==> src/inc/pwm_shutdown_pkg.sv <==
/*
 * Constants for the PWM auto-shutdown and dead-band block: register
 * offsets, field positions, reset values, trip source and pin-state codes.
 * Assumes a plain single-clock register port of eight data bits.
 */
package pwm_shutdown_pkg;

    // ----------------
    // register map
    // ----------------
    localparam logic [1:0] ADDR_SHUTDOWN_CONTROL = 2'h0;
    localparam logic [1:0] ADDR_DEADBAND_CONTROL = 2'h1;
    localparam logic [1:0] ADDR_IRQ_STATUS = 2'h2;
    localparam logic [1:0] ADDR_IRQ_MASK = 2'h3;

    // ----------------
    // shutdown control fields
    // ----------------
    localparam int EVENT_FLAG_BIT = 7;
    localparam int SOURCE_MSB = 6;
    localparam int SOURCE_LSB = 4;
    localparam int AC_STATE_MSB = 3;
    localparam int AC_STATE_LSB = 2;
    localparam int BD_STATE_MSB = 1;
    localparam int BD_STATE_LSB = 0;

    // ----------------
    // dead-band control fields
    // ----------------
    localparam int AUTO_RESTART_BIT = 7;
    localparam int DEADBAND_WIDTH = 7;

    // ----------------
    // interrupt status fields
    // ----------------
    localparam int IRQ_TRIP_BIT = 0;
    localparam int IRQ_RESTART_BIT = 1;
    localparam int IRQ_WIDTH = 2;

    // ----------------
    // reset values
    // ----------------
    localparam logic [7:0] SHUTDOWN_CONTROL_RESET = 8'h00;
    localparam logic [7:0] DEADBAND_CONTROL_RESET = 8'h00;
    localparam logic [1:0] IRQ_RESET = 2'h0;

    // ----------------
    // shutdown pin state codes
    // ----------------
    localparam logic [1:0] PIN_STATE_LOW = 2'h0;
    localparam logic [1:0] PIN_STATE_HIGH = 2'h1;

    // ----------------
    // trip source select codes
    // ----------------
    localparam logic [2:0] SRC_DISABLED = 3'h0;
    localparam logic [2:0] SRC_CMP_ONE = 3'h1;
    localparam logic [2:0] SRC_CMP_TWO = 3'h2;
    localparam logic [2:0] SRC_CMP_EITHER = 3'h3;
    localparam logic [2:0] SRC_PIN = 3'h4;
    localparam logic [2:0] SRC_PIN_CMP_ONE = 3'h5;
    localparam logic [2:0] SRC_PIN_CMP_TWO = 3'h6;
    localparam logic [2:0] SRC_PIN_CMP_EITHER = 3'h7;

    // ----------------
    // timing
    // ----------------
    localparam int OSC_PER_INSTR = 4;

endpackage

==> src/pwm_auto_shutdown_deadband.sv <==
/*
 * PWM output protection: trip source selection, shutdown pin states,
 * shutdown event flag, restart on period boundary, dead-band delay and
 * an event interrupt, behind a plain register port.
 * Assumes a PWM core on the same clock that supplies raw output levels,
 * a period-start pulse and a half-bridge mode level; comparator and pin
 * inputs arrive asynchronously.
 */
// Strobed register access and the register offsets are this design's own decisions.
// Operation
// - event flag shows outputs held in shutdown
// - source code 000 disables, 001-011 select comparator trips
// - codes 100-111 add low interrupt pin
// - pins a and c low, high, float
// - pins b and d low, high, float
// - trip is level, shutdown holds while present
// - flag writes ignored while trip present
// - restart only at next period start
// - dead-band delays only inactive-to-active edges
// - seven-bit dead-band count in instruction cycles
`timescale 1ns/1ps

module pwm_auto_shutdown_deadband #(
    parameter int DEADBAND_BITS = 7
) (
    // clock and reset
    input wire logic sys_clk_in,
    input wire logic resetn_in,
    input wire logic clk_en_in,
    // register port
    input wire logic [1:0] reg_addr_in,
    input wire logic [7:0] reg_wdata_in,
    input wire logic reg_write_in,
    input wire logic reg_read_in,
    output logic [7:0] reg_rdata_out,
    // pwm core side
    input wire logic pwm_a_in,
    input wire logic pwm_b_in,
    input wire logic pwm_c_in,
    input wire logic pwm_d_in,
    input wire logic period_start_in,
    input wire logic half_bridge_in,
    input wire logic instr_tick_in,
    // trip sources
    input wire logic comparator_one_in,
    input wire logic comparator_two_in,
    input wire logic ext_int_pin_in,
    input wire logic comparator_two_sync_enable_in,
    input wire logic timer_one_sync_in,
    // output pins
    output logic pwm_output_a_out,
    output logic pwm_output_a_oe_out,
    output logic pwm_output_b_out,
    output logic pwm_output_b_oe_out,
    output logic pwm_output_c_out,
    output logic pwm_output_c_oe_out,
    output logic pwm_output_d_out,
    output logic pwm_output_d_oe_out,
    // interrupt
    output logic irq_out
);

    initial begin
        if (DEADBAND_BITS != pwm_shutdown_pkg::DEADBAND_WIDTH) begin
            $error("pwm_auto_shutdown_deadband: DEADBAND_BITS must be 7");
        end
    end

    // ----------------
    // declarations
    // ----------------
    logic [7:0] shutdown_control_q;
    logic [7:0] deadband_control_q;
    logic [1:0] irq_status_q;
    logic [1:0] irq_mask_q;
    logic [7:0] rdata_q;
    logic [2:0] cmp1_sync_q;
    logic [2:0] cmp2_sync_q;
    logic [2:0] pin_sync_q;
    logic cmp2_held_q;
    logic cmp2_eff;
    logic trip_now;
    logic trip_q;
    logic flag_q;
    logic run_q;
    logic restart_pulse;
    logic [3:0] raw;
    logic [3:0] shaped;
    logic [3:0] pin_level_q;
    logic [3:0] pin_oe_q;
    logic [2:0] src_sel;
    logic [1:0] ac_state;
    logic [1:0] bd_state;
    logic flag_write_clear;

    assign src_sel = shutdown_control_q[pwm_shutdown_pkg::SOURCE_MSB:pwm_shutdown_pkg::SOURCE_LSB];
    assign ac_state = shutdown_control_q[pwm_shutdown_pkg::AC_STATE_MSB:pwm_shutdown_pkg::AC_STATE_LSB];
    assign bd_state = shutdown_control_q[pwm_shutdown_pkg::BD_STATE_MSB:pwm_shutdown_pkg::BD_STATE_LSB];

    // ----------------
    // input synchronisers
    // ----------------
    always_ff @(posedge sys_clk_in) begin
        if (!resetn_in) begin
            cmp1_sync_q <= 3'h0;
            cmp2_sync_q <= 3'h0;
            pin_sync_q <= 3'h7;
        end else if (clk_en_in) begin
            cmp1_sync_q <= {cmp1_sync_q[1:0], comparator_one_in};
            cmp2_sync_q <= {cmp2_sync_q[1:0], comparator_two_in};
            pin_sync_q <= {pin_sync_q[1:0], ext_int_pin_in};
        end
    end

    // ----------------
    // comparator two timer synchronisation
    // ----------------
    always_ff @(posedge sys_clk_in) begin
        if (!resetn_in) begin
            cmp2_held_q <= 1'b0;
        end else if (clk_en_in && timer_one_sync_in) begin
            cmp2_held_q <= cmp2_sync_q[2];
        end
    end

    assign cmp2_eff = comparator_two_sync_enable_in ? cmp2_held_q : cmp2_sync_q[2];

    // ----------------
    // trip source selection
    // ----------------
    always_comb begin
        unique case (src_sel)
            pwm_shutdown_pkg::SRC_DISABLED: trip_now = 1'b0;
            pwm_shutdown_pkg::SRC_CMP_ONE: trip_now = cmp1_sync_q[2];
            pwm_shutdown_pkg::SRC_CMP_TWO: trip_now = cmp2_eff;
            pwm_shutdown_pkg::SRC_CMP_EITHER: trip_now = cmp1_sync_q[2] | cmp2_eff;
            pwm_shutdown_pkg::SRC_PIN: trip_now = !pin_sync_q[2];
            pwm_shutdown_pkg::SRC_PIN_CMP_ONE: trip_now = !pin_sync_q[2] | cmp1_sync_q[2];
            pwm_shutdown_pkg::SRC_PIN_CMP_TWO: trip_now = !pin_sync_q[2] | cmp2_eff;
            pwm_shutdown_pkg::SRC_PIN_CMP_EITHER: trip_now = !pin_sync_q[2] | cmp1_sync_q[2] | cmp2_eff;
        endcase
    end

    always_ff @(posedge sys_clk_in) begin
        if (!resetn_in) begin
            trip_q <= 1'b0;
        end else if (clk_en_in) begin
            trip_q <= trip_now;
        end
    end

    // ----------------
    // shutdown event flag
    // ----------------
    assign flag_write_clear = reg_write_in && reg_addr_in == pwm_shutdown_pkg::ADDR_SHUTDOWN_CONTROL
        && !reg_wdata_in[pwm_shutdown_pkg::EVENT_FLAG_BIT];

    always_ff @(posedge sys_clk_in) begin
        if (!resetn_in) begin
            flag_q <= pwm_shutdown_pkg::SHUTDOWN_CONTROL_RESET[pwm_shutdown_pkg::EVENT_FLAG_BIT];
        end else if (clk_en_in) begin
            if (trip_now) begin
                flag_q <= 1'b1;
            end else if (flag_write_clear) begin
                flag_q <= 1'b0;
            end else if (deadband_control_q[pwm_shutdown_pkg::AUTO_RESTART_BIT]) begin
                flag_q <= 1'b0;
            end
        end
    end

    // ----------------
    // run state, resumes on period start
    // ----------------
    always_ff @(posedge sys_clk_in) begin
        if (!resetn_in) begin
            run_q <= 1'b1;
        end else if (clk_en_in) begin
            if (flag_q || trip_now) begin
                run_q <= 1'b0;
            end else if (!run_q && period_start_in) begin
                run_q <= 1'b1;
            end
        end
    end

    assign restart_pulse = !run_q && !flag_q && !trip_now && period_start_in;

    // ----------------
    // registers
    // ----------------
    always_ff @(posedge sys_clk_in) begin
        if (!resetn_in) begin
            shutdown_control_q <= pwm_shutdown_pkg::SHUTDOWN_CONTROL_RESET;
            deadband_control_q <= pwm_shutdown_pkg::DEADBAND_CONTROL_RESET;
            irq_mask_q <= pwm_shutdown_pkg::IRQ_RESET;
        end else if (clk_en_in && reg_write_in) begin
            unique case (reg_addr_in)
                pwm_shutdown_pkg::ADDR_SHUTDOWN_CONTROL: shutdown_control_q <= reg_wdata_in;
                pwm_shutdown_pkg::ADDR_DEADBAND_CONTROL: deadband_control_q <= reg_wdata_in;
                pwm_shutdown_pkg::ADDR_IRQ_MASK: irq_mask_q <= reg_wdata_in[1:0];
                pwm_shutdown_pkg::ADDR_IRQ_STATUS: ;
            endcase
        end
    end

    // ------------------------------------------------------------
    // interrupt status, set wins over clear
    // ------------------------------------------------------------
    always_ff @(posedge sys_clk_in) begin
        if (!resetn_in) begin
            irq_status_q <= pwm_shutdown_pkg::IRQ_RESET;
        end else if (clk_en_in) begin
            irq_status_q <= (irq_status_q
                & ~((reg_write_in && reg_addr_in == pwm_shutdown_pkg::ADDR_IRQ_STATUS) ? reg_wdata_in[1:0] : 2'h0))
                | {restart_pulse, trip_now && !trip_q};
        end
    end

    assign irq_out = |(irq_status_q & irq_mask_q);

    // ------------------------------------------------------------
    // read port
    // ------------------------------------------------------------
    always_ff @(posedge sys_clk_in) begin
        if (!resetn_in) begin
            rdata_q <= 8'h00;
        end else if (clk_en_in) begin
            rdata_q <= 8'h00;
            if (reg_read_in) begin
                unique case (reg_addr_in)
                    pwm_shutdown_pkg::ADDR_SHUTDOWN_CONTROL: rdata_q <= {flag_q, shutdown_control_q[6:0]};
                    pwm_shutdown_pkg::ADDR_DEADBAND_CONTROL: rdata_q <= deadband_control_q;
                    pwm_shutdown_pkg::ADDR_IRQ_STATUS: rdata_q <= {6'h00, irq_status_q};
                    pwm_shutdown_pkg::ADDR_IRQ_MASK: rdata_q <= {6'h00, irq_mask_q};
                endcase
            end
        end
    end

    assign reg_rdata_out = rdata_q;

    // ------------------------------------------------------------
    // dead-band on each channel in half-bridge mode
    // ------------------------------------------------------------
    assign raw = {pwm_d_in, pwm_c_in, pwm_b_in, pwm_a_in};

    genvar ch;
    generate
        for (ch = 0; ch < 4; ch++) begin : g_deadband
            logic delayed;
            deadband_delay #(
                .WIDTH(DEADBAND_BITS)
            ) u_delay (
                .sys_clk_in(sys_clk_in),
                .resetn_in(resetn_in),
                .clk_en_in(clk_en_in),
                .tick_in(instr_tick_in),
                .delay_in(deadband_control_q[DEADBAND_BITS-1:0]),
                .level_in(raw[ch]),
                .level_out(delayed)
            );
            assign shaped[ch] = half_bridge_in ? delayed : raw[ch];
        end
    endgenerate

    // ------------------------------------------------------------
    // output pin drive
    // ------------------------------------------------------------
    always_ff @(posedge sys_clk_in) begin
        if (!resetn_in) begin
            pin_level_q <= 4'h0;
            pin_oe_q <= 4'hf;
        end else if (clk_en_in) begin
            if (run_q && !flag_q && !trip_now) begin
                pin_level_q <= shaped;
                pin_oe_q <= 4'hf;
            end else begin
                pin_level_q[0] <= ac_state == pwm_shutdown_pkg::PIN_STATE_HIGH;
                pin_level_q[2] <= ac_state == pwm_shutdown_pkg::PIN_STATE_HIGH;
                pin_oe_q[0] <= !ac_state[1];
                pin_oe_q[2] <= !ac_state[1];
                pin_level_q[1] <= bd_state == pwm_shutdown_pkg::PIN_STATE_HIGH;
                pin_level_q[3] <= bd_state == pwm_shutdown_pkg::PIN_STATE_HIGH;
                pin_oe_q[1] <= !bd_state[1];
                pin_oe_q[3] <= !bd_state[1];
            end
        end
    end

    assign pwm_output_a_out = pin_level_q[0];
    assign pwm_output_b_out = pin_level_q[1];
    assign pwm_output_c_out = pin_level_q[2];
    assign pwm_output_d_out = pin_level_q[3];
    assign pwm_output_a_oe_out = pin_oe_q[0];
    assign pwm_output_b_oe_out = pin_oe_q[1];
    assign pwm_output_c_oe_out = pin_oe_q[2];
    assign pwm_output_d_oe_out = pin_oe_q[3];

endmodule

==> src/deadband_delay.sv <==
/*
 * One dead-band delay channel: a rising edge of the raw PWM level is held
 * back by a programmed number of ticks, a falling edge passes at once.
 * Assumes the tick enable marks one instruction cycle.
 */
`timescale 1ns/1ps

module deadband_delay #(
    parameter int WIDTH = 7
) (
    // clock and reset
    input wire logic sys_clk_in,
    input wire logic resetn_in,
    input wire logic clk_en_in,
    // delay control
    input wire logic tick_in,
    input wire logic [WIDTH-1:0] delay_in,
    // signal
    input wire logic level_in,
    output logic level_out
);

    initial begin
        if (WIDTH < 1 || WIDTH > 16) begin
            $error("deadband_delay: WIDTH out of range");
        end
    end

    logic [WIDTH-1:0] count_q;
    logic level_q;

    // ----------------
    // delay on inactive-to-active only
    // ----------------
    always_ff @(posedge sys_clk_in) begin
        if (!resetn_in) begin
            count_q <= '0;
            level_q <= 1'b0;
        end else if (clk_en_in) begin
            if (!level_in) begin
                level_q <= 1'b0;
                count_q <= '0;
            end else if (!level_q) begin
                if (count_q >= delay_in) begin
                    level_q <= 1'b1;
                end else if (tick_in) begin
                    count_q <= count_q + 1'b1;
                end
            end
        end
    end

    assign level_out = level_q;

endmodule

==> config.mk <==
export PLATFORM = sky130hd
export DESIGN_NAME = pwm_auto_shutdown_deadband
export DESIGN_NICKNAME = d
export VERILOG_FILES = /design/src/inc/pwm_shutdown_pkg.sv /design/src/pwm_auto_shutdown_deadband.sv /design/src/deadband_delay.sv
export SDC_FILE = /design/constraint.sdc
export NUM_CORES = 1
export LEC_CHECK = 0
export CAP_MARGIN = 25
export CORE_MARGIN = 4
export CORE_UTILIZATION = 64
export CTS_CLUSTER_DIAMETER = 60
export DETAILED_ROUTE_END_ITERATION = 8
export DONT_BUFFER_PORTS = 1
export PLACE_DENSITY_LB_ADDON = 0.25
export SLEW_MARGIN = 0
export SYNTH_ARGS = -nofsm -noshare
export SYNTH_HDL_FRONTEND = slang
export SYNTH_HIERARCHICAL = 1
export SYNTH_SLANG_ARGS = --single-unit
==> constraint.sdc <==
create_clock -name sys_clk_in -period 2.7 [get_ports sys_clk_in]
set_clock_uncertainty 0.2 [all_clocks]
set_input_delay 0.27 -clock sys_clk_in [delete_from_list [all_inputs] [get_ports sys_clk_in]]
set_output_delay 0.27 -clock sys_clk_in [all_outputs]
set_load 0.02 [all_outputs]
# [Yosys cells after proc, flatten, opt, wreduce, memory -nomap -nowiden]
# Index checks and enable logic that the tools add are counted.
[word_totals] register_bits=80 in_bits=27 out_inout_bits=17 wordCells=141
[classes] addsub=4 magnitude_cmp=4 eq_ne=24 mux=44 n_bitwise=8 n_reduce_logical=35
[ops] cell="7-bit two-way mux" count=16
[ops] cell="8-bit case mux with 4 select lines" count=1
[ops] cell="7-bit by 1-bit adder with 7-bit output (second input constant)" count=4
[ops] cell="7-bit greater-or-equal comparator" count=4
[ops] cell="1-bit two-way mux" count=22
[ops] cell="2-bit inequality test (second input constant)" count=8
[ops] cell="4-bit AND reduction" count=4
[ops] cell="3-bit == test (second input constant)" count=4
[ops] cell="1-bit logical AND" count=12
[ops] cell="2-bit AND reduction" count=5
[ops] cell="1-bit zero test" count=8
[ops] cell="4-bit two-way mux" count=2
[ops] cell="8-bit two-way mux" count=1
[ops] cell="2-bit by 1-bit inequality test with 1-bit output (second input constant)" count=4
[ops] cell="1-bit case mux with 8 select lines" count=1
[ops] cell="2-bit by 1-bit == test with 1-bit output (second input constant)" count=3
[ops] cell="3-bit by 2-bit == test with 1-bit output (second input constant)" count=2
[ops] cell="2-bit bitwise AND" count=2
[ops] cell="2-bit == test (second input constant)" count=2
[ops] cell="1-bit bitwise OR" count=4
[ops] cell="3-bit by 1-bit == test with 1-bit output (second input constant)" count=1
[ops] cell="3-bit zero test" count=1
[ops] cell="3-bit nonzero test" count=1
[ops] cell="2-bit zero test" count=1
[ops] cell="6 further kinds" count=6

# [Logic depth before layout (Yosys ltp)]
[depth] word_depth=8 depth_mapped=7 ltp_nobuf=7

# [Cells and area by module]
# Netlist, hierarchy kept.
[by_module_without_submodules] module="deadband_delay" instances=4 cells_each=88 area_per_inst_um2=705.7 seq_area_each_um2=160.2
[by_module_without_submodules] module="pwm_auto_shutdown_deadband" instances=1 cells_each=212 area_per_inst_um2=1941.9 seq_area_each_um2=920.9

# [Least setup slack after synthesis]
# No wires, ideal clock.
[synth_timing] path_type="reg2reg" startpoint="register deadband_control_q[2]" endpoint="register g_deadband[0].u_delay.count_q[3]" setup_time_ns=0.074 arrival_ns=1.731 required_ns=2.426 path_slack_ns=0.695 stages_incl_launch_ff=8 synth_period_minus_slack_ns=2.005 cell_sequence="dfxtp_1 inv_1 ha_1 a21oi_2 o21a_4 o22ai_2 or4_1 a31oi_1"
[synth_via] elab_chain_len=3
[synth_lines] item="start, declared" line="pwm_auto_shutdown_deadband.sv:73" source="logic [7:0] deadband_control_q;"
[synth_lines] item="start signal, assigned" line="pwm_auto_shutdown_deadband.sv:195" source="deadband_control_q <= pwm_shutdown_pkg::DEADBAND_CONTROL_RESET;"
[synth_lines] item="start signal, assigned" line="pwm_auto_shutdown_deadband.sv:200" source="pwm_shutdown_pkg::ADDR_DEADBAND_CONTROL: deadband_control_q <= reg_wdata_in;"
[synth_lines] item="7-bit greater-or-equal comparator" line="deadband_delay.sv:44" source="if (count_q >= delay_in) begin"
[synth_lines] item="2-bit inequality test (no source line)"
[synth_lines] item="4-bit AND reduction (no source line)"
[synth_lines] item="end signal, assigned" line="deadband_delay.sv:47" source="count_q <= count_q + 1'b1;"
[synth_lines] item="end, declared" line="deadband_delay.sv:29" source="logic [WIDTH-1:0] count_q;"
# Every way passes these cells.
# A chain may end at the register's enable or synchronous reset.

# [Worst setup path in the final report]
[layout_timing] startpoint="register deadband_control_q[6]" endpoint="register g_deadband[2].u_delay.count_q[6]"
[layout_via] elab_chain_len=3
[layout_lines] item="7-bit greater-or-equal comparator" line="deadband_delay.sv:44"
[layout_lines] item="2-bit inequality test (no source line)"
[layout_lines] item="4-bit AND reduction (no source line)"
[layout_lines] item="end signal, assigned" line="deadband_delay.sv:47"
[layout_lines] item="end, declared" line="deadband_delay.sv:29"
# Every way passes these cells.

==> impl_summary.txt <==
----------------------------------------------------
[Worst hold path]
  Count of cells along the worst hold path ... 4
  Kind of path behind the tightest hold check ... in2reg
  Startpoint of the most critical hold path ... reg_addr_in[0]

[Logic synthesis]
  Cell count after synthesis ... 564
  Synth top area cells ... sky130_fd_sc_hd__dfxtp_1 33%, sky130_fd_sc_hd__ha_1 8.4%, sky130_fd_sc_hd__mux2i_1 6.1%
  Predominant post-synthesis flop cell ... sky130_fd_sc_hd__dfxtp_1
  Number of unique standard cell types used by synthesis ... 56
  Synth Register Bits ... just under 80
  Number of enable flip-flop cells after synthesis ... 0
  Top cell type by total area after synthesis ... sky130_fd_sc_hd__dfxtp_1
  Register area share after synthesis ... 0.328
  Post-Synthesis Net Count ... 623
  Post-Synthesis Cell Area ... roughly 4800 sq um
  Post-synthesis async set-or-reset flop share ... 0
  Yosys Warn Count ... 6
  Mean instance size in the synthesized netlist ... between 8 and 9 sq um
  Area share of the largest cell type after synthesis ... 0.328

[Floorplanning]
  Starting Density ... 0.657
  Core Rows ... 31
  Floorplan die area ... around 8900 sq um
  Die outline width ... roughly 94 um
  Die H ... ~94 um
  Core region area ... 7250 sq um
  Io pins ... 44

[Critical path]
  Cell count of the worst reg-to-reg path ... 7
  Element type at the critical path end ... flip-flop
  Kind of critical path ... reg2reg
  Required time at the endpoint of the critical path ... roughly 2.8 ns
  R2R Path Start ... deadband_control_q[6]$_SDFFE_PN0P_
  Series of cell instances along the critical path ... inv_1 -> ha_1 -> a211oi_2 -> o2111ai_1 -> a21oi_2 -> a41oi_1 -> a41o_1
  Largest stage delay on the critical path ... between 0.4 and 0.5 ns
  Crit path launch ... deadband_control_q[6]$_SDFFE_PN0P_
  Startpoint class of the critical path ... flip-flop
  Critical path arrival ... 2.40 ns
  Critical path's slowest cell ... sky130_fd_sc_hd__dfxtp_1
  Critical-path maximum fanout ... 6

[STA]
  Max frequency ... 427 MHz
  Final critical delay including setup and external delays ... 2.34 ns
  Setup total negative slack ... 0 ns
  Worst slew margin ... 0.499
  Endpoints failing hold ... 0
  Share of the cycle needed by the critical path after routing ... 0.867
  Final setup violating endpoints ... 0
  Transition time of the tightest slew-check pin ... between 0.7 and 0.8 ns
  Final Max Slew Viols ... 0
  Post-route setup slack ... roughly 0.36 ns
  RSZ-0062 raised after global routing ... no

[Final layout]
  Layout Utilization ... 0.743
  Fraction of layout instances using a drive strength above 1 ... 0.0915
  Layout Area Growth over Synthesis ... 13.1%
  Commonest non-fill, non-tap cell in the layout ... sky130_fd_sc_hd__dfxtp_1
  Highest-count cells in the layout ignoring fill and taps ... 78 x sky130_fd_sc_hd__dfxtp_1, 69 x sky130_fd_sc_hd__nand2_1, 41 x sky130_fd_sc_hd__nor2_1, 41 x sky130_fd_sc_hd__inv_1, 35 x sky130_fd_sc_hd__dlygate4sd3_1
  Count of filler cells inserted in the layout ... between 500 and 600
  Count of antenna diodes in the layout ... 0
  Nets ... about 660
  Count of non-filler cells in the finished layout ... 700

[Flow run]
  MaxCap Viol Count ... 0

[Power and ir drop]
  Largest voltage drop on the vdd net ... around 0.00038 V
  Total power of the final layout ... roughly 2.3 mW
  Power per Cell Area ... between 400 and 500 nW/um^2
  Cell leakage power ... between 2 and 2.5 nW

[Clock network]
  Max Buffers Root-to-Sink ... 2
  Post-CTS setup buffers ... 0
  H-Tree Depth ... 3
  CTS Buf Count ... 9
  Clock Tree Root ... sky130_fd_sc_hd__clkbuf_8
  Clock sink count ... 78
  Clock transition at the registers of the reported paths ... around 0.090 ns
  Latest clock arrival within the worst-skew pair ... 0.35 ns
  TritonCTS clock tree ... yes
  PostCTS Resize Cnt ... 0

[Drt]
  Final routed wire length divided by cell count ... around 19 um
  First-pass iteration count of the detailed router ... 5
  Met3 wire length ... 1020 um
  Highest Signal Layer ... met4
  Post-route antenna net violation count ... 0
  Initial DRC count ... between 400 and 500
  Routed wl met2 ... about 6400 um
  Mean number of vias per cell ... 6.53
  Routed WL ... ~13000 um
  Vias after detailed routing ... approximately 4600
  Detailed-route wire length on metal 1 ... approximately 5400 um
  DRC errors left ... 0

[Global routing]
  Number of global-route vias before repair ... approximately 4500
  Aggregate global routing overflow ... 0
  First-pass GRT wire length ... 21600 um
  Pin count of the biggest net entering global routing ... 44
  Global router's overall resource usage ... 0.306
  Antenna violations before repair ... 0

[Place]
  Pre-CTS setup slack ... approximately 0.4 ns
  Total half-perimeter wirelength after legalization and detailed placement ... between 8000 and 9000 um
  Port Buffer Count ... 0
  Final GP Congestion ... roughly 0.91
  Number of placed instances with taps included ... roughly 650

[Run status]
  Result of the run ... finished, final reports clean

----------------------------------------------------
## cells in the mapped netlist (all sizes together) (11+ instances only)
library cell and n:
mux2i 29, nor2 41, nand3 25, buf 11, a21oi 41, inv 42
ha 32, dfxtp 78, nand2b 14, a31oi 12, nand2 69, o21ai 19
## path summary, 6_finish.rpt
| check | endpoint | slack [ns] |
|---|---|---|
| worst min-delay path | reg_rdata_out[5]$_SDFFE_PN0P_ | 0.02 |
| worst max register to register | g_deadband[2].u_delay/count_q[6]$_SDFFE_PN0P_ | 0.36 |
| worst max-delay path | g_deadband[2].u_delay/count_q[6]$_SDFFE_PN0P_ | 0.36 |
| worst min register to register | cmp2_held_q$_SDFFE_PN0P_ | 0.27 |
## through the flow
step           area (sq um)  hold slack [ns]
6_report               5390           0.0225
5_1_grt                5390           0.0248
4_1_cts                5390          0.00246
3_5_place_dp           4810            0.143
3_3_place_gp           4810            0.141
2_1_floorplan          4760            0.198
## routing by layer
metal,vias up,track usage
met2,199,0.520
met4,0,0.136
met5,-,0
met3,38,0.0689
li1,2148,-
met1,2188,0.366
## report_power, final
group / switching, mW / internal [mW]
clock network: 0.497 / 0.357
registers: 0.0251 / 1.17
logic: 0.144 / 0.110
total: 0.666 / 1.64
## cells by family (layout without fill, tap and decap cells)
group | Yosys count | in the layout | synth area share
AND/OR/NAND/NOR | 219 | 219 | 0.232
buffers and inverters | 59 | 96 | 0.0499
adder cells (fa/ha/maj) | 32 | 32 | 0.0840
multiplexers | 31 | 31 | 0.0704
flip-flops | 78 | 78 | 0.328
AO/OA/AOI/OAI | 145 | 145 | 0.236
## worst max-delay path, delay by kind of cell, from the launching register on
kind,cells,cell delay (ns)
buf+inv,1,0.09
compound gates,5,1.10
fa+ha+maj,1,0.37
flops,1,0.49
## cell type report
cell class              instances  area [sq um]  share of cell area
repair buffers                 37           390              0.0724
clock buffers                   9           124              0.0230
inverters                      43           161              0.0299
flip-flops and latches         78          1560               0.290
well taps                      99           124              0.0230
clock inverters                 7          63.8              0.0118
multi-input cells             427          2970               0.550
## flip-flops by register name (all words and copies together) (netlist names)
name	cells
pin_level_q	4
g_deadband.u_delay/count_q	28
cmp2_held_q	1
irq_status_q	2
trip_q	1
run_q	1
reg_rdata_out	8
shutdown_control_q	7
deadband_control_q	8
g_deadband.u_delay/level_out	4
cmp1_sync_q	3
pin_oe_q	2
flag_q	1
irq_mask_q	2
pin_sync_q	3
cmp2_sync_q	3
## timing repair
item,4_1_cts,5_1_grt
hold endpoints to repair,67,0
hold buffers,37,0
setup endpoints to repair,0,0
No activity file was read; power rests on OpenSTA's default activity.
